## src/shared/mis_defs.svh

```systemverilog
// Purpose: Constants for the instruction execution core.
// Assumes: Avalon-MM byte addresses, one 32-bit word per register.
// Notes:   Field ranges are used as wd[`MIS_F_xxx].
`ifndef MIS_DEFS_SVH
`define MIS_DEFS_SVH

// Register word indices decoded on address bits 4:2
`define MIS_REG_EXEC    3'h0
`define MIS_REG_ACC     3'h1
`define MIS_REG_STATUS  3'h2
`define MIS_REG_PC      3'h3
`define MIS_REG_MADDR   3'h4
`define MIS_REG_MDATA   3'h5
`define MIS_REG_WAKE    3'h6
`define MIS_REG_WDT     3'h7

// Instruction word fields
`define MIS_F_OP        5:0
`define MIS_F_OPND      15:8
`define MIS_F_TARGET    18:8
`define MIS_F_BIT       22:20

// Status register bit positions
`define MIS_ST_C        0
`define MIS_ST_AC       1
`define MIS_ST_Z        2
`define MIS_ST_OV       3
`define MIS_ST_PDF      4
`define MIS_ST_TO       5
`define MIS_ST_GIE      6
`define MIS_ST_HALT     7

// Reset values and fixed constants
`define MIS_PC_RST      11'h000
`define MIS_IRQ_VECTOR  11'h004
`define MIS_BCD_LIMIT   4'h9
`define MIS_BCD_LO      8'h06
`define MIS_BCD_HI      8'h60
`define MIS_BYTE_ZERO   8'h00
`define MIS_BYTE_ONE    8'h01

`endif

```

## src/shared/mis_pkg.sv

```systemverilog
// Purpose: Types for the instruction execution core.
// Assumes: Opcode codes follow the enum order, starting at zero.
// Notes:   Codes 32..63 are illegal and execute as idle.
package mis_pkg;

  typedef enum logic [5:0] {
    OP_IDLE, OP_SUMC_ACC, OP_SUMC_MEM, OP_SUM_ACC, OP_SUM_IMM, OP_SUM_MEM,
    OP_CONJ_ACC, OP_CONJ_IMM, OP_CONJ_MEM, OP_DISJ_ACC, OP_DISJ_IMM,
    OP_DISJ_MEM, OP_CALL, OP_ZERO_FILL, OP_ZERO_BIT, OP_WDT_CLEAR,
    OP_INVERT_MEM, OP_INVERT_ACC, OP_BCD_ADJUST, OP_MINUS_MEM,
    OP_MINUS_ACC, OP_HALT, OP_PLUS_MEM, OP_PLUS_ACC, OP_BRANCH,
    OP_COPY_TO_ACC, OP_COPY_TO_MEM, OP_COPY_IMM, OP_SUB_EXIT,
    OP_SUB_EXIT_LIT, OP_ISR_EXIT, OP_ROTATE_LEFT
  } mis_op_t;

  typedef enum logic {ST_IDLE, ST_SECOND} mis_state_t;

  typedef struct packed {
    mis_state_t  st;
    mis_op_t     op_q;
    logic [7:0]  acc;
    logic [10:0] pc;
    logic        c;
    logic        ac;
    logic        z;
    logic        ov;
    logic        sleep_entered_flag;
    logic        to;
    logic        gie;
    logic        halted;
    logic [2:0]  sp;
    logic [7:0]  mem_addr;
    logic [7:0]  wdt;
    logic [7:0]  presc;
    logic [2:0]  irq_sync;
    logic        irq_pend;
    logic        busy;
    logic [31:0] rdata;
    logic        irq_ack;
    logic        clk_run;
  } mis_regs_t;

endpackage

```

## src/hw/mis_core.sv

```systemverilog
// Purpose: Executes one instruction per EXEC write over Avalon-MM.
// Assumes: irq_req_i is asynchronous; all else on ref_clk_i.
// Notes:   Two-cycle ops hold waitrequest one extra cycle.
//
// Register access over Avalon-MM and the register addresses are this design's own decisions.
`timescale 1ns/1ps
`include "mis_defs.svh"

module mis_core
  import mis_pkg::*;
(
  input  wire logic        ref_clk_i,
  input  wire logic        rst_i,
  input  wire logic [4:0]  avs_address_i,
  input  wire logic        avs_read_i,
  input  wire logic        avs_write_i,
  input  wire logic [31:0] avs_writedata_i,
  input  wire logic [3:0]  avs_byteenable_i,
  input  wire logic        irq_req_i,
  output logic      [31:0] avs_readdata_o,
  output logic             avs_waitrequest_o,
  output logic             clk_run_o,
  output logic             irq_ack_o
);

  mis_regs_t   r_reg;
  mis_regs_t   r_next;
  logic [7:0]  dmem [256];
  logic [10:0] stack [8];

  logic        start;
  logic        wr;
  logic [2:0]  ridx;
  mis_op_t     op;
  logic [7:0]  opnd;
  logic [10:0] target;
  logic [2:0]  bidx;
  logic [7:0]  mrd;
  logic [7:0]  bsel;
  logic        cin;
  logic [8:0]  sum9;
  logic [4:0]  half5;
  logic        ovf;
  logic [8:0]  bcd_lo;
  logic        bcd_hi_adj;
  logic [7:0]  bcd_res;
  logic        dm_we;
  logic [7:0]  dm_waddr;
  logic [7:0]  dm_wdata;
  logic        stk_we;
  logic [10:0] stk_wdata;

  assign start  = (avs_read_i | avs_write_i) & r_reg.busy
                  & (r_reg.st == ST_IDLE);
  assign wr     = start & avs_write_i;
  assign ridx   = avs_address_i[4:2];
  assign op     = mis_op_t'(avs_writedata_i[`MIS_F_OP]);
  assign opnd   = avs_writedata_i[`MIS_F_OPND];
  assign target = avs_writedata_i[`MIS_F_TARGET];
  assign bidx   = avs_writedata_i[`MIS_F_BIT];
  assign mrd    = dmem[opnd];

  // Operand B is the immediate for immediate forms, else the memory byte
  assign bsel  = (op == OP_SUM_IMM || op == OP_CONJ_IMM ||
                  op == OP_DISJ_IMM) ? opnd : mrd;
  assign cin   = (op == OP_SUMC_ACC || op == OP_SUMC_MEM) & r_reg.c;
  assign sum9  = {1'b0, r_reg.acc} + {1'b0, bsel} + {8'h00, cin};
  assign half5 = {1'b0, r_reg.acc[3:0]} + {1'b0, bsel[3:0]}
                 + {4'h0, cin};
  assign ovf   = (r_reg.acc[7] == bsel[7]) & (sum9[7] != r_reg.acc[7]);

  // Decimal adjust works on the accumulator and stores into memory
  assign bcd_lo = {1'b0, r_reg.acc} +
                  {1'b0, ((r_reg.acc[3:0] > `MIS_BCD_LIMIT) || r_reg.ac)
                         ? `MIS_BCD_LO : `MIS_BYTE_ZERO};
  assign bcd_hi_adj = (bcd_lo[7:4] > `MIS_BCD_LIMIT) || r_reg.c
                      || bcd_lo[8];
  assign bcd_res = bcd_lo[7:0] +
                   (bcd_hi_adj ? `MIS_BCD_HI : `MIS_BYTE_ZERO);

  always_comb begin
    r_next        = r_reg;
    r_next.busy   = 1'b1;
    r_next.irq_ack = 1'b0;
    dm_we         = 1'b0;
    dm_waddr      = opnd;
    dm_wdata      = `MIS_BYTE_ZERO;
    stk_we        = 1'b0;
    stk_wdata     = r_reg.pc + 11'h001;
    r_next.irq_sync = {r_reg.irq_sync[1:0], irq_req_i};

    // Watchdog prescaler and counter free-run
    r_next.presc = r_reg.presc + `MIS_BYTE_ONE;
    if (&r_reg.presc) begin
      r_next.wdt = r_reg.wdt + `MIS_BYTE_ONE;
      if (&r_reg.wdt) begin
        r_next.to = 1'b1;
      end
    end

    if (r_reg.st == ST_SECOND) begin
      // Dummy cycle of a two-cycle op; answer goes out now
      r_next.st   = ST_IDLE;
      r_next.busy = 1'b0;
      if (r_reg.op_q == OP_ISR_EXIT && r_reg.irq_pend) begin
        stk_we         = 1'b1;
        stk_wdata      = r_reg.pc;
        r_next.sp      = r_reg.sp + 3'h1;
        r_next.pc      = `MIS_IRQ_VECTOR;
        r_next.gie     = 1'b0;
        r_next.irq_pend = 1'b0;
        r_next.irq_ack = 1'b1;
      end
    end else if (start) begin
      r_next.busy  = 1'b0;
      r_next.rdata = 32'h0000_0000;
      if (!wr) begin
        unique case (ridx)
          `MIS_REG_EXEC:   r_next.rdata = {26'h000_0000, r_reg.op_q};
          `MIS_REG_ACC:    r_next.rdata = {24'h00_0000, r_reg.acc};
          `MIS_REG_STATUS: r_next.rdata = {24'h00_0000, r_reg.halted,
                             r_reg.gie, r_reg.to, r_reg.sleep_entered_flag, r_reg.ov,
                             r_reg.z, r_reg.ac, r_reg.c};
          `MIS_REG_PC:     r_next.rdata = {21'h00_0000, r_reg.pc};
          `MIS_REG_MADDR:  r_next.rdata = {24'h00_0000, r_reg.mem_addr};
          `MIS_REG_MDATA:  r_next.rdata = {24'h00_0000,
                                           dmem[r_reg.mem_addr]};
          `MIS_REG_WAKE:   r_next.rdata = 32'h0000_0000;
          `MIS_REG_WDT:    r_next.rdata = {24'h00_0000, r_reg.wdt};
        endcase
      end else if (ridx == `MIS_REG_EXEC) begin
        // Issued while halted or with any of lanes 0-2 disabled: acknowledged, ignored
        if (!r_reg.halted && (&avs_byteenable_i[2:0])) begin
          r_next.op_q = op;
          r_next.pc   = r_reg.pc + 11'h001;
          unique case (op)
            OP_SUMC_ACC, OP_SUM_ACC, OP_SUM_IMM: begin
              r_next.acc = sum9[7:0];
              r_next.c   = sum9[8];
              r_next.ac  = half5[4];
              r_next.ov  = ovf;
              r_next.z   = (sum9[7:0] == `MIS_BYTE_ZERO);
            end
            OP_SUMC_MEM, OP_SUM_MEM: begin
              dm_we     = 1'b1;
              dm_wdata  = sum9[7:0];
              r_next.c  = sum9[8];
              r_next.ac = half5[4];
              r_next.ov = ovf;
              r_next.z  = (sum9[7:0] == `MIS_BYTE_ZERO);
            end
            OP_CONJ_ACC, OP_CONJ_IMM: begin
              r_next.acc = r_reg.acc & bsel;
              r_next.z   = ((r_reg.acc & bsel) == `MIS_BYTE_ZERO);
            end
            OP_CONJ_MEM: begin
              dm_we    = 1'b1;
              dm_wdata = r_reg.acc & mrd;
              r_next.z = ((r_reg.acc & mrd) == `MIS_BYTE_ZERO);
            end
            OP_DISJ_ACC, OP_DISJ_IMM: begin
              r_next.acc = r_reg.acc | bsel;
              r_next.z   = ((r_reg.acc | bsel) == `MIS_BYTE_ZERO);
            end
            OP_DISJ_MEM: begin
              dm_we    = 1'b1;
              dm_wdata = r_reg.acc | mrd;
              r_next.z = ((r_reg.acc | mrd) == `MIS_BYTE_ZERO);
            end
            OP_CALL: begin
              stk_we    = 1'b1;
              r_next.sp = r_reg.sp + 3'h1;
              r_next.pc = target;
              r_next.st = ST_SECOND;
              r_next.busy = 1'b1;
            end
            OP_ZERO_FILL: begin
              dm_we    = 1'b1;
              dm_wdata = `MIS_BYTE_ZERO;
            end
            OP_ZERO_BIT: begin
              dm_we    = 1'b1;
              dm_wdata = mrd & ~(`MIS_BYTE_ONE << bidx);
            end
            OP_WDT_CLEAR: begin
              r_next.wdt   = `MIS_BYTE_ZERO;
              r_next.presc = `MIS_BYTE_ZERO;
              r_next.to    = 1'b0;
              r_next.sleep_entered_flag   = 1'b0;
            end
            OP_INVERT_MEM: begin
              dm_we    = 1'b1;
              dm_wdata = ~mrd;
              r_next.z = (mrd == 8'hFF);
            end
            OP_INVERT_ACC: begin
              r_next.acc = ~mrd;
              r_next.z   = (mrd == 8'hFF);
            end
            OP_BCD_ADJUST: begin
              dm_we    = 1'b1;
              dm_wdata = bcd_res;
              if (bcd_hi_adj) begin
                r_next.c = 1'b1;
              end
            end
            OP_MINUS_MEM: begin
              dm_we    = 1'b1;
              dm_wdata = mrd - `MIS_BYTE_ONE;
              r_next.z = (mrd == `MIS_BYTE_ONE);
            end
            OP_MINUS_ACC: begin
              r_next.acc = mrd - `MIS_BYTE_ONE;
              r_next.z   = (mrd == `MIS_BYTE_ONE);
            end
            OP_HALT: begin
              r_next.halted  = 1'b1;
              r_next.clk_run = 1'b0;
              r_next.wdt     = `MIS_BYTE_ZERO;
              r_next.presc   = `MIS_BYTE_ZERO;
              r_next.sleep_entered_flag     = 1'b1;
              r_next.to      = 1'b0;
            end
            OP_PLUS_MEM: begin
              dm_we    = 1'b1;
              dm_wdata = mrd + `MIS_BYTE_ONE;
              r_next.z = (mrd == 8'hFF);
            end
            OP_PLUS_ACC: begin
              r_next.acc = mrd + `MIS_BYTE_ONE;
              r_next.z   = (mrd == 8'hFF);
            end
            OP_BRANCH: begin
              r_next.pc   = target;
              r_next.st   = ST_SECOND;
              r_next.busy = 1'b1;
            end
            OP_COPY_TO_ACC: r_next.acc = mrd;
            OP_COPY_IMM:    r_next.acc = opnd;
            OP_COPY_TO_MEM: begin
              dm_we    = 1'b1;
              dm_wdata = r_reg.acc;
            end
            OP_SUB_EXIT, OP_SUB_EXIT_LIT, OP_ISR_EXIT: begin
              r_next.sp   = r_reg.sp - 3'h1;
              r_next.pc   = stack[r_reg.sp - 3'h1];
              r_next.st   = ST_SECOND;
              r_next.busy = 1'b1;
              if (op == OP_SUB_EXIT_LIT) begin
                r_next.acc = opnd;
              end
              if (op == OP_ISR_EXIT) begin
                r_next.gie = 1'b1;
              end
            end
            OP_ROTATE_LEFT: begin
              dm_we    = 1'b1;
              dm_wdata = {mrd[6:0], mrd[7]};
            end
            OP_IDLE: r_next.pc = r_reg.pc + 11'h001;
            default: r_next.op_q = OP_IDLE;
          endcase
        end
      end else begin
        unique case (ridx)
          `MIS_REG_ACC:    r_next.acc = avs_writedata_i[7:0];
          `MIS_REG_STATUS: begin
            r_next.c   = avs_writedata_i[`MIS_ST_C];
            r_next.ac  = avs_writedata_i[`MIS_ST_AC];
            r_next.z   = avs_writedata_i[`MIS_ST_Z];
            r_next.ov  = avs_writedata_i[`MIS_ST_OV];
            r_next.gie = avs_writedata_i[`MIS_ST_GIE];
          end
          `MIS_REG_PC:     r_next.pc = avs_writedata_i[10:0];
          `MIS_REG_MADDR:  r_next.mem_addr = avs_writedata_i[7:0];
          `MIS_REG_MDATA: begin
            dm_we    = avs_byteenable_i[0];
            dm_waddr = r_reg.mem_addr;
            dm_wdata = avs_writedata_i[7:0];
          end
          `MIS_REG_WAKE: begin
            r_next.halted  = r_reg.halted & ~avs_writedata_i[0];
            r_next.clk_run = r_reg.clk_run | avs_writedata_i[0];
          end
          default: r_next.busy = 1'b0;
        endcase
      end
    end else if (r_reg.irq_pend && r_reg.halted) begin
      // A pending request wakes the core from power-down
      r_next.halted  = 1'b0;
      r_next.clk_run = 1'b1;
    end else if (r_reg.irq_pend && r_reg.gie && r_reg.busy) begin
      stk_we          = 1'b1;
      stk_wdata       = r_reg.pc;
      r_next.sp       = r_reg.sp + 3'h1;
      r_next.pc       = `MIS_IRQ_VECTOR;
      r_next.gie      = 1'b0;
      r_next.irq_pend = 1'b0;
      r_next.irq_ack  = 1'b1;
    end

    // New request edge beats a service clear; a held level pends once
    if (r_reg.irq_sync[1] && !r_reg.irq_sync[2]) begin
      r_next.irq_pend = 1'b1;
    end
  end

  always_ff @(posedge ref_clk_i or posedge rst_i) begin
    if (rst_i) begin
      r_reg         <= '0;
      r_reg.pc      <= `MIS_PC_RST;
      r_reg.busy    <= 1'b1;
      r_reg.clk_run <= 1'b1;
    end else begin
      r_reg <= r_next;
    end
  end

  always_ff @(posedge ref_clk_i) begin
    if (dm_we) begin
      dmem[dm_waddr] <= dm_wdata;
    end
    if (stk_we) begin
      stack[r_reg.sp] <= stk_wdata;
    end
  end

  assign avs_readdata_o    = r_reg.rdata;
  assign avs_waitrequest_o = r_reg.busy;
  assign clk_run_o         = r_reg.clk_run;
  assign irq_ack_o         = r_reg.irq_ack;
  logic ex;
  assign ex = wr && ridx == `MIS_REG_EXEC && !r_reg.halted
              && (&avs_byteenable_i[2:0]);

  sum_flags_a: assert property (@(posedge ref_clk_i) disable iff (rst_i)
    (ex && op == OP_SUM_IMM) |=> r_reg.acc == $past(sum9[7:0])
      && r_reg.c == $past(sum9[8]) && r_reg.ac == $past(half5[4]))
    else $error("sum result or flags wrong");
  sumc_mem_a: assert property (@(posedge ref_clk_i) disable iff (rst_i)
    (ex && op == OP_SUMC_MEM) |=> dmem[$past(opnd)] ==
      8'($past(r_reg.acc) + $past(mrd) + {7'h00, $past(r_reg.c)}))
    else $error("carry sum not stored");
  conj_zero_a: assert property (@(posedge ref_clk_i) disable iff (rst_i)
    (ex && op == OP_CONJ_ACC) |=> r_reg.z == (r_reg.acc == 8'h00)
      && $stable(r_reg.c) && $stable(r_reg.ov))
    else $error("conjunction flags wrong");
  call_two_a: assert property (@(posedge ref_clk_i) disable iff (rst_i)
    (ex && op == OP_CALL) |=> r_reg.busy && r_reg.pc == $past(target)
      && stack[$past(r_reg.sp)] == $past(r_reg.pc) + 11'h001
      ##1 !r_reg.busy)
    else $error("call push or timing wrong");
  branch_two_a: assert property (@(posedge ref_clk_i) disable iff (rst_i)
    (ex && op == OP_BRANCH) |=> r_reg.busy[*1] ##1 !r_reg.busy
      && $stable(r_reg.z))
    else $error("branch not two cycles");
  wdt_clear_a: assert property (@(posedge ref_clk_i) disable iff (rst_i)
    (ex && op == OP_WDT_CLEAR) |=> r_reg.wdt == 8'h00 && !r_reg.to
      && !r_reg.sleep_entered_flag)
    else $error("watchdog clear incomplete");
  halt_stop_a: assert property (@(posedge ref_clk_i) disable iff (rst_i)
    (ex && op == OP_HALT) |=> !clk_run_o && r_reg.sleep_entered_flag && !r_reg.to
      && r_reg.halted)
    else $error("halt did not stop clock");
  isr_gie_a: assert property (@(posedge ref_clk_i) disable iff (rst_i)
    (ex && op == OP_ISR_EXIT) |=> r_reg.gie)
    else $error("global enable not restored");
  isr_pend_a: assert property (@(posedge ref_clk_i) disable iff (rst_i)
    (ex && op == OP_ISR_EXIT && r_reg.irq_pend) |=> ##1
      r_reg.pc == 11'h004 && irq_ack_o)
    else $error("pending request not served");
  rotate_mem_a: assert property (@(posedge ref_clk_i) disable iff (rst_i)
    (ex && op == OP_ROTATE_LEFT) |=> dmem[$past(opnd)] ==
      {$past(mrd[6:0]), $past(mrd[7])} && $stable(r_reg.c))
    else $error("rotate result wrong");

endmodule

```

## config.mk

```make
export PLATFORM = sky130hd
export DESIGN_NAME = mis_core
export DESIGN_NICKNAME = d
export VERILOG_FILES = /design/src/shared/mis_pkg.sv /design/src/hw/mis_core.sv
export VERILOG_INCLUDE_DIRS = /design/src /design/src/shared
export SDC_FILE = /design/constraint.sdc
export NUM_CORES = 2
export LEC_CHECK = 0
export BUFFER_PORTS_ARGS = -buffer_cell sky130_fd_sc_hd__buf_2
export CELL_PAD_IN_SITES_DETAIL_PLACEMENT = 1
export CELL_PAD_IN_SITES_GLOBAL_PLACEMENT = 1
export CORE_ASPECT_RATIO = 0.9
export CORE_MARGIN = 4
export CORE_UTILIZATION = 46
export DETAILED_ROUTE_END_ITERATION = 12
export PLACE_DENSITY = 0.69
export SYNTH_ARGS = -nofsm -noshare
export SYNTH_HDL_FRONTEND = slang
export SYNTH_SLANG_ARGS = --single-unit
```

## constraint.sdc

```tcl
create_clock -name ref_clk_i -period 10.5 [get_ports ref_clk_i]
set_clock_uncertainty 0.2 [all_clocks]
set_input_delay 1.05 -clock ref_clk_i [delete_from_list [all_inputs] [get_ports ref_clk_i]]
set_output_delay 1.05 -clock ref_clk_i [all_outputs]
set_load 0.01 [all_outputs]
```

Word-level counts from Yosys, hierarchy flattened
Memories as Yosys holds them, arrays and structs flattened.
Index checks and enable logic that the tools add are counted.
{"block": "op_classes", "n_addsub": 13, "multipliers": 0, "div_mod_pow": 0, "n_lt_le_gt_ge": 2, "eq_ne": 68, "shifts": 1, "n_mux": 114, "bitwise": 18, "reduce_logical": 56}
{"operator": "$pmux 32 s8", "n": 1}
{"operator": "$mux 8", "n": 17}
{"operator": "$mux 11", "n": 11}
{"operator": "$eq 6x5->1 const B", "n": 17}
{"operator": "$mux 16", "n": 5}
{"operator": "$pmux 8 s10", "n": 1}
{"operator": "$pmux 8 s9", "n": 1}
{"operator": "$mux 61", "n": 1}
{"operator": "$mux 1", "n": 53}
{"operator": "$eq 6x4->1 const B", "n": 8}
{"operator": "$logic_not 8->1", "n": 5}
{"operator": "$mux 37", "n": 1}
{"operator": "$mux 33", "n": 1}
{"operator": "$mux 32", "n": 1}
{"operator": "$reduce_or 32->1", "n": 1}
{"operator": "$reduce_and 6->1", "n": 5}
{"operator": "$add 8x1->8 const B", "n": 3}
{"operator": "$and 8x8->8", "n": 3}
{"operator": "$eq 6x3->1 const B", "n": 4}
{"operator": "$reduce_and 8->1", "n": 3}
{"operator": "$mux 23", "n": 1}
{"operator": "$pmux 11 s2", "n": 1}
{"operator": "$ne 3x2->1 const B", "n": 7}
{"operator": "$reduce_and 7->1", "n": 3}
{"operator": "62 further kinds", "n": 118}
{"block": "word_totals", "reg_bits": 100, "latchBits": 0, "mem_bits_rw": 2136, "rom_bits": 0, "inputBits": 46, "out_inout_bits": 35, "elab_cells": 296, "mem_count": 2}
{"name": "dmem", "words": 256, "word_bits": 8, "rd": 2, "rd_ports_with_merged_regs": 0, "write_ports": 1, "line": "mis_core.sv:28", "text": "logic [7:0] dmem [256];"}
{"name": "stack", "words": 8, "word_bits": 11, "rd": 1, "rd_ports_with_merged_regs": 0, "write_ports": 1, "line": "mis_core.sv:29", "text": "logic [10:0] stack [8];"}

Depth between registers and ports, before layout
{"block": "logic_depth", "depth_word": 15, "depth_mapped": 31, "mapped_depth_nobuf": 24}

Worst setup path before layout
Ideal clock, no wire load.
{"block": "synth_timing", "path_type": "input port to flip-flop", "from": "in avs_writedata_i[9]", "to": "mem dmem[0][6], data pin", "setup_ns": 0.865, "t_arrival_ns": 8.672, "required_ns": 9.435, "slack_ns": 0.763, "cell_stages": 27, "n_path_buf": 5, "cell_sequence": "buf_4 buf_2 buf_2 buf_1 mux4_2 a22oi_1 nand3_1 or4_4 nand2_2 buf_6 inv_2 a21oi_1 inv_1 fa_1 inv_1 fa_1 nor2b_1 o21ai_0 nand2_1 a21o_1 a21oi_1 xnor2_1 a221oi_1 o211ai_1 a21oi_1 o221ai_1 a22o_1"}
{"block": "synth_via", "elab_chain_len": 10, "word_cells_on_any_way": 16}
{"element": "start, declared", "line": "mis_core.sv:17", "text": "input wire logic [31:0] avs_writedata_i,"}
{"element": "$mem_v2 256x8"}
{"element": "$mux 8", "line": "mis_core.sv:65", "text": "op == OP_DISJ_IMM) ? opnd : mrd;"}
{"element": "$add 8x8->9", "line": "mis_core.sv:67", "text": "assign sum9 = {1'b0, r_reg.acc} + {1'b0, bsel} + {8'h00, cin};"}
{"element": "$add 9x1->9", "line": "mis_core.sv:67"}
{"element": "$pmux 8 s10 *", "line": "mis_core.sv:136", "text": "unique case (op)"}
{"element": "$mux 8 *", "line": "mis_core.sv:133", "text": "if (!r_reg.halted && (&avs_byteenable_i[2:0])) begin"}
{"element": "$mux 8 *", "line": "mis_core.sv:131", "text": "end else if (ridx == `MIS_REG_EXEC) begin"}
{"element": "$mux 8 *", "line": "mis_core.sv:117", "text": "if (!wr) begin"}
{"element": "$mux 8 *", "line": "mis_core.sv:114", "text": "end else if (start) begin"}
{"element": "$mux 8 *", "line": "mis_core.sv:101", "text": "if (r_reg.st == ST_SECOND) begin"}
{"element": "via dm_wdata[6]", "line": "mis_core.sv:49", "text": "logic [7:0] dm_wdata;"}
{"element": "end, declared", "line": "mis_core.sv:28"}
The timed path passes the listed nets; every way through them passes the cells marked *.

Final worst setup path
{"block": "layout_timing", "from": "in avs_writedata_i[8]", "to": "mem dmem[4][6], data pin"}
Same word-level chain as after synthesis.

==> flow_summary.yaml <==
global_routing:
  grt_usage: 0.2947
  antenna_found_initial: 22
  grt_overflow: 0
  grt_start_max_net_pins: 257
  grt_pass1_vias: 64089
  grt_first_pass_wirelength_mm: 502.1
floorplanning:
  die_area_mm2: 0.2412
  die_h_um: 466.3
  io_pins: 81
  die_w_um: 517.2
  rows: 167
  core-area_mm2: 0.2311
  start_util: 0.4646
routing:
  wl_mm: 355.8
  drc: 0
  dr.pass1.iters: 6
  route.vias.total: 63332
  vias_per_cell: 6.986
  wl_per_cell_um: 39.25
  drtIter0Drc: 9333
  final_antenna_net_count: 0
min_path:
  hold_path.class: "reg -> reg"
  worstHoldStart: "r_next[37]"
power_and_ir_drop:
  switchingPower_mw: 6.205
  ir_drop_v: 0.0001481
  clockPowerShare: 0.363
  seqPwrFrac: 0.449
  power.combinational.fraction: 0.188
  switching_share: 0.2828
  leakage_nw: 40.51
  power_density_mw_per_mm2: 186.4
  intPower_mw: 15.74
sta:
  maxSlewViolCount: 0
  rsz0062_at_grt: "false"
  min_period_ps: 8509
  fin_setup_tns_ps: 0
  fin_crit_sh: 0.8104
  fmax_mhz: 117.5
  relSlewSlack: 0.01262
  fin_ws_ps: 1991
  worst-slew-pin-transition_ps: 1466
  setup_violations: 0
  final-hold-violation-count: 0
placement:
  io_buffers: 46
  dp_slack_ps: 1288
  dpl.hpwl_mm: 234.8
  gp_congestion: 0.9148
  place_area_mm2: 0.1104
finish:
  syn2layout_area_growth_pct: 9.664
  nNetsFinal: 5887
  fill_cells: 20817
  largest_reg_flops: 2048
  drive_above_1_share: 0.3025
  final_core_util: 0.5094
  postLayoutCellArea_mm2: 0.1177
synthesis:
  yosysUniqueCellTypes: 100
  synth_commonest_cells: "edfxtp_1 (2136), mux4_2 (1121), nor2_1 (407)"
  ys.flop_type: "edfxtp_1"
  synth_seq_cells: 2215
  synth_top_area_cell: "edfxtp_1"
  yosys-top-cells-area: "edfxtp_1 (60%), mux4_2 (24%), dfrtp_1 (1.8%)"
  yosysMostFrequentCell: "edfxtp_1"
  yosys_warnings: 0
  synth_edf_count: 2136
  synth_top_cell_area_share: 0.5975
  ys_seq_area_frac: 0.6159
  postSynthAreaPerCell_um2: 18.49
  synthesis.area_mm2: 0.1074
  netlist_instances: 5807
  synthArstFlopShare: 0.03567
clock_network:
  clock_path_buffers: 3
  cts_root_buf: "clkbuf_16"
  cts_made_buffers: 229
  cts_resized: 0
  clk_pin_slew_worst_paths_ps: 60
  cts_max_level: 4
  clock_sinks: 2215
  clk_latency_ps: 920
  cts_tree: "done"
setup_path:
  worstSetupStartpointType: "input port"
  arrival_ps: 8850
  crit_required_ps: 10840
  rr_startpoint: "dmem[159][0]"
  critPathKind: "in -> reg"
  cp_max_fo: 92
  end_kind: "flip-flop"
  worstSetupStartpoint: "avs_writedata_i[8]"
job:
  drv_cap: 1
run_status:
  status: "finished, violations left"
  failed_checks: "max-capacitance violations"
logic make-up after synthesis:
group           count (synthesis)  synth area share
other cells                     1        0.00003493
compound gates                660           0.04220
fa+ha+maj                      31          0.003893
flops                        2215            0.6159
simple gates                  931           0.04056
buf+inv                       548           0.03128
xor+xnor                       56          0.004569
mux                          1365            0.2616
what timing repair did:
action	4_1_cts	5_1_grt
hold buffers	1	0
buffers inserted	0	0
endpoints found under the hold margin	1	0
power groups by stage:
stage	clock network (mW)	logic [mW]	registers, mW
floorplan	0	2.83	9.89
global placement	0	4.06	10.0
detailed placement	0	4.10	10.0
global route	8.47	4.29	9.85
finish	7.96	4.14	9.85
CTS	8.06	4.11	9.84
final timing paths:
| path | slack [ps] | depth (start not counted) | end |
|---|---|---|---|
| min in group asynchronous | 290 | 3 | r_reg[35] |
| max reg2reg | 3010 | 24 | dmem[4][6] |
| min reg2reg | 160 | 0 | r_next[38] |
| max | 1990 | 26 | dmem[4][6] |
| max in group asynchronous | 8940 | 3 | r_reg[58] |
| min | 160 | 0 | r_next[38] |
per-stage QoR:
stage	hold WS, ps	power [mW]	std cells
6_report	161.7	21.95	9066
3_5_place_dp	147.1	14.13	8620
3_3_place_gp	132.8	14.09	8620
5_1_grt	175.3	22.61	9052
4_1_cts	161.8	22.01	9049
2_1_floorplan	131.2	12.72	5827
placed cells by master, fill, tap and decap left out, types with 47 or more instances in the layout:
cell,n
a22oi_1,159
edfxtp_1,2136
clkbuf_16,229
o21ai_0,105
nand2_1,196
nor2_1,404
mux2i_1,181
mux4_2,1121
a21oi_1,128
inv_1,47
dfrtp_1,72
clkinv_1,66
nand3_1,65
buf_4,174
metal layers:
| metal | wire (um) | vias to the layer above | track usage |
|---|---|---|---|
| li1 | - | 24590 | - |
| met1 | 138300 | 34291 | 0.4134 |
| met2 | 164800 | 3707 | 0.4503 |
| met3 | 37260 | 724 | 0.07210 |
| met4 | 15230 | 20 | 0.1103 |
| met5 | 226 | - | 0.002779 |
area by class of cell:
type                    instances  area [um^2]  share of cell area
well taps                    3042         3806             0.03233
inverters                      53        212.7            0.001807
diodes                         17        42.54           0.0003613
flip-flops and latches       2215        66140              0.5618
repair buffers                247         2117             0.01798
clock buffers                 274         5899             0.05011
clock inverters               154         1371             0.01165
multi-input cells            3064        38150              0.3240
critical path, stage by stage:
cell and delay [ps]:
buf_8 580, buf_4 470, mux4_1 640, a22oi_1 480
a21oi_1 190, nor4_2 870, nor3_2 160, nand2_2 140
inv_2 60, a21oi_1 200, inv_1 110, fa_1 410
inv_1 100, fa_1 220, nor2b_1 60, o21ai_0 200
nand2_1 90, a21o_1 190, a21oi_1 230, xnor2_1 140
a221oi_1 560, o211ai_1 170, a21oi_1 150, o221ai_1 170
a22o_4 530, buf_4 470
Power figures use the tool's default switching activity.
